**config.mk**
```make
export PLATFORM = sky130hd
export DESIGN_NAME = irsc_top
export DESIGN_NICKNAME = d
export VERILOG_FILES = /design/src/irsc_pkg.sv /design/src/irsc_top.sv /design/src/irsc_edge_latch.sv
export SDC_FILE = /design/constraint.sdc
export NUM_CORES = 1
export LEC_CHECK = 0
export ABC_AREA = 0
export BUFFER_PORTS_ARGS = -buffer_cell sky130_fd_sc_hd__buf_4
export CORE_ASPECT_RATIO = 0.7
export CORE_MARGIN = 3
export CORE_UTILIZATION = 41
export CTS_CLUSTER_SIZE = 24
export DETAILED_ROUTE_END_ITERATION = 10
export HOLD_SLACK_MARGIN = 0.12
export PLACE_DENSITY_LB_ADDON = 0.2
export SLEW_MARGIN = 20
export SYNTH_ARGS = -nofsm -noshare
export SYNTH_HDL_FRONTEND = slang
export SYNTH_SLANG_ARGS = --single-unit
```
**constraint.sdc**
```tcl
create_clock -name CLK_I -period 4.2 [get_ports CLK_I]
set_input_delay 0.21 -clock CLK_I [delete_from_list [all_inputs] [get_ports CLK_I]]
set_output_delay 0.21 -clock CLK_I [all_outputs]
set_load 0.03 [all_outputs]
```
**src/irsc_pkg.sv**
```systemverilog
// irsc_pkg: constants, field layouts and carrier types for the interrupt
// request, summary and clear registers. Assumes a 64-bit register datapath.
package irsc_pkg;

    localparam int unsigned DATA_W     = 64;
    localparam int unsigned IDX_W      = 8;
    localparam int unsigned EXT_N      = 6;
    localparam int unsigned PERF_N     = 2;
    localparam int unsigned SOFT_N     = 15;
    localparam int unsigned MODE_W     = 2;
    localparam int unsigned TRAP_N     = 4;

    // register indexes on the move-to/move-from port
    localparam logic [IDX_W-1:0] IDX_SOFT_REQ   = 8'h0C;
    localparam logic [IDX_W-1:0] IDX_PENDING    = 8'h0D;
    localparam logic [IDX_W-1:0] IDX_EDGE_CLEAR = 8'h0E;

    // field positions shared by summary, enables and clear
    localparam int unsigned EXT_LSB    = 33;
    localparam int unsigned SERIAL_BIT = 32;
    localparam int unsigned CRD_BIT    = 31;
    localparam int unsigned PERF_LSB   = 29;
    localparam int unsigned SOFT_LSB   = 14;
    localparam int unsigned MCHK_BIT   = 28;
    localparam int unsigned FPAR_BIT   = 26;
    localparam int unsigned TRAP_U_BIT = 10;
    localparam int unsigned TRAP_S_BIT = 9;
    localparam int unsigned TRAP_E_BIT = 4;
    localparam int unsigned TRAP_K_BIT = 3;
    localparam int unsigned MODE_LSB   = 3;

    localparam logic [SOFT_N-1:0] SOFT_RESET = 15'h0000;
    localparam logic [DATA_W-1:0] ZERO_WORD  = 64'h0000_0000_0000_0000;

    // processor mode encoding; trap bit index 0 kernel .. 3 user
    typedef enum logic [MODE_W-1:0] {
        MODE_KERNEL     = 2'b00,
        MODE_EXECUTIVE  = 2'b01,
        MODE_SUPERVISOR = 2'b10,
        MODE_USER       = 2'b11
    } irsc_mode_e;

    typedef struct packed {
        logic             wr;
        logic             rd;
        logic [IDX_W-1:0] idx;
        logic [DATA_W-1:0] data;
    } irsc_access_s;

    typedef struct packed {
        logic              serial;
        logic              crd;
        logic [PERF_N-1:0] perf;
        logic              mchk;
    } irsc_edge_s;

    localparam int unsigned EDGE_N = $bits(irsc_edge_s);

endpackage

```
**src/irsc_top.sv**
```systemverilog
// irsc_top: software request register, pending summary register and
// hardware edge-request clear register behind the move-to/move-from port.
// Assumes enables, current mode and trap enables/requests come from the
// enable/mode and trap registers kept elsewhere on the core clock.
// Read data return one cycle after the read strobe; writes land on its edge.
`timescale 1ns/1ps
module irsc_top
    import irsc_pkg::*;
(
    input  wire logic              CLK_I,
    input  wire logic              NRST_I,
    // move-to/move-from register port
    input  wire logic              MTPR_I,
    input  wire logic              MFPR_I,
    input  wire logic [IDX_W-1:0]  IPR_IDX_I,
    input  wire logic [DATA_W-1:0] WR_DATA_I,
    output logic      [DATA_W-1:0] RD_DATA_O,
    output logic                   RD_VALID_O,
    // enable/mode and trap state kept elsewhere
    input  wire logic [DATA_W-1:0] ENABLE_AND_MODE_REG_I,
    input  wire logic [TRAP_N-1:0] TRAP_MODE_ENABLES_I,
    input  wire logic [TRAP_N-1:0] TRAP_MODE_REQUESTS_I,
    // hardware sources and dispatch handshakes
    input  wire logic [EXT_N-1:0]  EXTERNAL_PIN_I,
    input  wire logic              SERIAL_LINE_EVT_I,
    input  wire logic              CORRECTED_READ_ERR_EVT_I,
    input  wire logic [PERF_N-1:0] PERF_COUNTER_EVT_I,
    input  wire logic              DATA_MACHINE_CHECK_EVT_I,
    input  wire logic              NATIVE_RETURN_I,
    input  wire logic              ICACHE_FILL_HIT_I,
    // requests towards exception dispatch
    output logic                   INT_REQUEST_O,
    output logic                   INT_RESIGNAL_O,
    output logic                   DATA_MACHINE_CHECK_O,
    output logic                   FORCE_BAD_FILL_PARITY_O
);

    function automatic logic hit(input logic [IDX_W-1:0] idx,
                                 input logic [IDX_W-1:0] reg_idx);
        hit = (idx == reg_idx);
    endfunction

    irsc_access_s acc;
    assign acc = '{wr: MTPR_I, rd: MFPR_I,
                   idx: IPR_IDX_I, data: WR_DATA_I};

    // external pins: two-stage synchroniser
    logic [EXT_N-1:0] ext_s1_q;
    logic [EXT_N-1:0] ext_s2_q;
    logic [EXT_N-1:0] ext_prev_q;

    always_ff @(posedge CLK_I or negedge NRST_I) begin
        if (!NRST_I) begin
            ext_s1_q   <= '0;
            ext_s2_q   <= '0;
            ext_prev_q <= '0;
        end else begin
            ext_s1_q   <= EXTERNAL_PIN_I;
            ext_s2_q   <= ext_s1_q;
            ext_prev_q <= ext_s2_q;
        end
    end

    // edge-request latches
    irsc_edge_s edge_set;
    irsc_edge_s edge_clr;
    irsc_edge_s edge_flag;
    logic       clr_wr;

    assign clr_wr   = acc.wr & hit(acc.idx, IDX_EDGE_CLEAR);
    assign edge_set = '{serial: SERIAL_LINE_EVT_I,
                        crd:    CORRECTED_READ_ERR_EVT_I,
                        perf:   PERF_COUNTER_EVT_I,
                        mchk:   DATA_MACHINE_CHECK_EVT_I};
    assign edge_clr = '{serial: clr_wr & acc.data[SERIAL_BIT],
                        crd:    clr_wr & acc.data[CRD_BIT],
                        perf:   {PERF_N{clr_wr}} & acc.data[PERF_LSB +: PERF_N],
                        mchk:   clr_wr & acc.data[MCHK_BIT]};

    // set beats a coincident write-one clear
    irsc_edge_latch #(
        .N (EDGE_N)
    ) u_edge (
        .CLK_I  (CLK_I),
        .NRST_I (NRST_I),
        .SET_I  (edge_set),
        .CLR_I  (edge_clr),
        .FLAG_O (edge_flag)
    );

    // software request register and one-shot parity arm
    logic [SOFT_N-1:0] soft_request_q;
    logic [SOFT_N-1:0] soft_request_d;
    logic              fpar_q;
    logic              fpar_d;

    always_comb begin
        soft_request_d = soft_request_q;
        if (acc.wr && hit(acc.idx, IDX_SOFT_REQ)) begin
            soft_request_d = acc.data[SOFT_LSB +: SOFT_N];
        end
        fpar_d = fpar_q;
        if (ICACHE_FILL_HIT_I) begin
            fpar_d = 1'b0;
        end
        if (clr_wr && acc.data[FPAR_BIT]) begin
            fpar_d = 1'b1;
        end
    end

    always_ff @(posedge CLK_I or negedge NRST_I) begin
        if (!NRST_I) begin
            soft_request_q <= SOFT_RESET;
            fpar_q         <= 1'b0;
        end else begin
            soft_request_q <= soft_request_d;
            fpar_q         <= fpar_d;
        end
    end

    // summary assembly
    logic [MODE_W-1:0] cur_mode;
    logic [TRAP_N-1:0] trap_pending;
    logic [DATA_W-1:0] summary;

    assign cur_mode = ENABLE_AND_MODE_REG_I[MODE_LSB +: MODE_W];

    // trap bit m belongs to mode code m, kernel 0 up to user 3
    genvar m;
    generate
        for (m = 0; m < TRAP_N; m++) begin : g_trap
            assign trap_pending[m] = TRAP_MODE_ENABLES_I[m] & TRAP_MODE_REQUESTS_I[m]
                                     & (cur_mode >= MODE_W'(m));
        end
    endgenerate

    always_comb begin
        summary = ZERO_WORD;
        summary[EXT_LSB +: EXT_N]   = ext_s2_q
                                      & ENABLE_AND_MODE_REG_I[EXT_LSB +: EXT_N];
        summary[SERIAL_BIT]         = edge_flag.serial
                                      & ENABLE_AND_MODE_REG_I[SERIAL_BIT];
        summary[CRD_BIT]            = edge_flag.crd
                                      & ENABLE_AND_MODE_REG_I[CRD_BIT];
        summary[PERF_LSB +: PERF_N] = edge_flag.perf
                                      & ENABLE_AND_MODE_REG_I[PERF_LSB +: PERF_N];
        summary[SOFT_LSB +: SOFT_N] = soft_request_q
                                      & ENABLE_AND_MODE_REG_I[SOFT_LSB +: SOFT_N];
        summary[TRAP_U_BIT]         = trap_pending[MODE_USER];
        summary[TRAP_S_BIT]         = trap_pending[MODE_SUPERVISOR];
        summary[TRAP_E_BIT]         = trap_pending[MODE_EXECUTIVE];
        summary[TRAP_K_BIT]         = trap_pending[MODE_KERNEL];
    end

    // read path and collision handling
    logic              ext_rise;
    logic              new_hw_evt;
    logic              sum_rd;
    logic [DATA_W-1:0] rd_data_q;
    logic [DATA_W-1:0] rd_data_d;
    logic              rd_valid_q;
    logic              rd_valid_d;
    logic              resig_q;
    logic              resig_d;

    // external rising edge seen only after the synchroniser
    assign ext_rise   = |(ext_s2_q & ~ext_prev_q);
    assign new_hw_evt = ext_rise | SERIAL_LINE_EVT_I
                        | CORRECTED_READ_ERR_EVT_I | (|PERF_COUNTER_EVT_I);
    assign sum_rd     = acc.rd & hit(acc.idx, IDX_PENDING);

    always_comb begin
        rd_data_d = ZERO_WORD;
        rd_valid_d = acc.rd;
        if (acc.rd && hit(acc.idx, IDX_SOFT_REQ)) begin
            rd_data_d[SOFT_LSB +: SOFT_N] = soft_request_q;
        end else if (sum_rd && !new_hw_evt) begin
            rd_data_d = summary;
        end
        // collided read returns zeros: rd_data_d stays zero
        resig_d = resig_q;
        if (NATIVE_RETURN_I) begin
            resig_d = 1'b0;
        end
        if (sum_rd && new_hw_evt) begin
            resig_d = 1'b1;
        end
    end

    always_ff @(posedge CLK_I or negedge NRST_I) begin
        if (!NRST_I) begin
            rd_data_q  <= ZERO_WORD;
            rd_valid_q <= 1'b0;
            resig_q    <= 1'b0;
        end else begin
            rd_data_q  <= rd_data_d;
            rd_valid_q <= rd_valid_d;
            resig_q    <= resig_d;
        end
    end

    assign RD_DATA_O               = rd_data_q;
    assign RD_VALID_O              = rd_valid_q;
    assign INT_REQUEST_O           = |summary;
    assign INT_RESIGNAL_O          = resig_q & NATIVE_RETURN_I & (|summary);
    assign DATA_MACHINE_CHECK_O    = edge_flag.mchk;
    assign FORCE_BAD_FILL_PARITY_O = fpar_q;

endmodule

```
**src/irsc_edge_latch.sv**
```systemverilog
// irsc_edge_latch: sticky request flags, set by hardware pulses and cleared
// by write-one pulses. Assumes set and clear come from the same clock domain.
`timescale 1ns/1ps
module irsc_edge_latch
    import irsc_pkg::*;
#(
    parameter int unsigned N = EDGE_N
) (
    input  wire logic         CLK_I,
    input  wire logic         NRST_I,
    input  wire logic [N-1:0] SET_I,
    input  wire logic [N-1:0] CLR_I,
    output logic      [N-1:0] FLAG_O
);

    logic [N-1:0] flag_q;
    logic [N-1:0] flag_d;

    genvar g;
    generate
        for (g = 0; g < N; g++) begin : g_bit
            // set beats a coincident clear
            always_comb begin
                flag_d[g] = SET_I[g] | (flag_q[g] & ~CLR_I[g]);
            end
        end
    endgenerate

    always_ff @(posedge CLK_I or negedge NRST_I) begin
        if (!NRST_I) begin
            flag_q <= '0;
        end else begin
            flag_q <= flag_d;
        end
    end

    assign FLAG_O = flag_q;

endmodule

```
==> qor.yml <==
grt_usage: 0.1823
outcome: "finished clean"
synth_seq_cells: 70
powerDensity_nw_per_um2: 343.2
grt_pass1_vias: 2363
worstSetupPathType: "in -> reg"
synth_top_area_cell: "dfrtp_1"
post_cts_buffers: 0
critPathSlowestCell: "a221oi_4"
relSlewSlack: 0.4011
leakage_nw: 2.179
cap_violations: 0
peakVddDrop_v: 0.0001902
drive_gt1_frac: 0.3474
synth.area.top_cells: "dfrtp_1 (59%), buf_4 (9.4%), mux2_2 (5.7%)"
cts_buffer_depth: 2
clock_latency_ns: 0.33
antenna_left: 0
drtIter0Drc: 88
drt_wl_total_um: 7436
root_buffer: "clkbuf_8"
fill_cells: 561
placedCellCount: 462
yosysSeqAreaShare: 0.5902
first_pass_iters: 4
die_y_um: 77.19
wl_per_cell_um: 14.30
crit_arrival_ns: 2.88
rows: 25
skew_ns: 0.006065
cp-end-kind: "register"
finalCritPeriodShare: 0.6302
nNetsFinal: 582
crit_path_cell_trace: "dlygate4sd3_1 > buf_4 > or4_4 > a221oi_4 > nand4_4 > nor3_1"
start_util: 0.4313
rsz0062_at_grt: "no"
area_growth_syn_to_layout_pct: 48.40
dp_hpwl_um: 5109
port_buffers: 112
die_x_um: 107.7
diodes: 0
max_clock_freq_ghz: 0.3778
syn-cell-area_um2: 2968
syn_inst: 265
cp_slowest_stage_delay_ns: 0.70
grt_max_degree: 71
vias: 2339
fin_tns_setup_ns: 0
numCtsBuffers: 9
setup_viol: 0
synth.distinct_cells: 29
synth_warnings: 0
slew_violations: 0
routed_via_density: 4.498
p_total_mw: 1.512
dieArea_um2: 8312
cp_max_fo: 17
start_kind: "input pin"
grt_pass1_wl_um: 11660
finalCriticalPeriod_ns: 2.647
syn_area_per_cell_um2: 11.20
clock-sinks: 70
worst-slew-pin-transition_ns: 0.8984
fin_cells: 520
drc_errors: 0
cts.clk_slew.worst_paths_ns: 0.07
antenna_found_initial: 0
hold_viol: 0
num_io_pins: 230
cts_tree: "yes"
grt-ovfl-total: 0
core-area_um2: 6882
h-tree-depth: 3
synth_top_area_share: 0.5902
critical_path_required_ns: 4.43
gp_congestion: 0.7592
min_path_type: "in -> reg"
## layer usage
metal	global-route usage	routed length, µm
met5	0	0
met4	0.05296	67
met2	0.2847	3346
met1	0.2397	3327
met3	0.06476	694
## registers in the layout, summed over array words and instances (netlist names)
| register | cells |
|---|---|
| RD_DATA_O | 29 |
| soft_request_q | 15 |
| ext_prev_q | 6 |
| ext_s1_q | 6 |
| ext_s2_q | 6 |
| u_edge.FLAG_O | 5 |
| FORCE_BAD_FILL_PARITY_O | 1 |
| RD_VALID_O | 1 |
| resig_q | 1 |
## repair_timing
item                                   4_1_cts  5_1_grt
hold buffers                                41        0
gates resized for setup                      0        0
endpoints found under the hold margin      108        0
## kinds of logic after synthesis
kind of cell,after synthesis,share of synthesized area
compound gates,37,0.09402
buf+inv,50,0.1130
flops,70,0.5902
mux,15,0.05691
other cells,1,0.001264
simple gates,92,0.1446
## per-stage QoR
step	setup WS [ns]	util	instance area (µm²)	hold WS, ns
detailed placement	1.819	0.5447	3749	0.3211
finish	1.553	0.6400	4404	0.1378
global placement	1.841	0.5447	3749	0.3203
CTS	1.620	0.6384	4393	0.1216
global route	1.373	0.6400	4404	0.1261
floorplan	2.530	-	3095	-0.08559
## worst max-delay path, delay by kind of cell
family | cells | cell delay (ns)
AO/OA/AOI/OAI | 1 | 0.70
buffers and inverters | 2 | 0.69
AND/OR/NAND/NOR | 3 | 1.27
## synth_stat cells
| master | instances |
|---|---|
| a2111oi_0 | 1 |
| a2111oi_4 | 1 |
| a21o_1 | 5 |
| a21oi_1 | 15 |
| a221oi_4 | 1 |
| a22oi_1 | 11 |
| a31oi_1 | 1 |
| a32o_1 | 1 |
| and2_1 | 1 |
| and4_1 | 1 |
| and4b_1 | 1 |
| buf_2 | 1 |
| buf_4 | 37 |
| buf_6 | 1 |
| clkbuf_1 | 5 |
| conb_1 | 1 |
| dfrtp_1 | 70 |
| inv_1 | 6 |
| mux2_2 | 15 |
| nand2_1 | 43 |
| nand3_1 | 20 |
| nand4_1 | 2 |
| nand4_4 | 1 |
| nor2_1 | 15 |
| nor2b_1 | 4 |
| nor3_1 | 2 |
| nor4_1 | 1 |
| o21ai_0 | 1 |
| or4_4 | 1 |
## final timing paths
path                                   startpoint            endpoint  slack (ns)  cells past startpoint
worst max-delay path            SERIAL_LINE_EVT_I       RD_DATA_O[10]        1.55                      6
worst min-delay path                WR_DATA_I[28]  soft_request_q[14]        0.14                      2
worst max register to register        ext_s2_q[2]       RD_DATA_O[10]        2.15                      3
worst min register to register        ext_s1_q[0]         ext_s2_q[0]        0.35                      0
min in group asynchronous                  NRST_I         ext_s1_q[5]        0.55                      2
max in group asynchronous                  NRST_I  soft_request_q[12]        3.09                      2
## power breakdown
| group | internal, mW | switching [mW] | total, mW |
|---|---|---|---|
| Clock | 0.383 | 0.236 | 0.619 |
| Combinational | 0.0893 | 0.103 | 0.192 |
| Sequential | 0.690 | 0.0103 | 0.700 |
## area by class of cell
| type | count | area [µm²] | area share |
|---|---|---|---|
| clock buffer | 13 | 168.9 | 0.03835 |
| clock inverter | 3 | 65.06 | 0.01477 |
| inverter | 6 | 22.52 | 0.005114 |
| multi-input combinational | 179 | 1008 | 0.2290 |
| sequential | 70 | 1752 | 0.3977 |
| tap | 94 | 117.6 | 0.02670 |
| timing repair buffer | 155 | 1270 | 0.2884 |
## layout by cell type, fill, tap and decap left out, drive strengths merged, types with 2 or more instances in the layout
master / n
nor3: 2
nand3: 20
dlygate4sd3: 41
nand4: 3
clkbuf: 13
nor2: 15
dfrtp: 70
a22oi: 11
a2111oi: 2
bufinv: 2
nor2b: 4
a21oi: 15
nand2: 43
conb: 35
inv: 6
buf: 114
mux2: 15
a21o: 5
(Power assumes the default switching activity.)
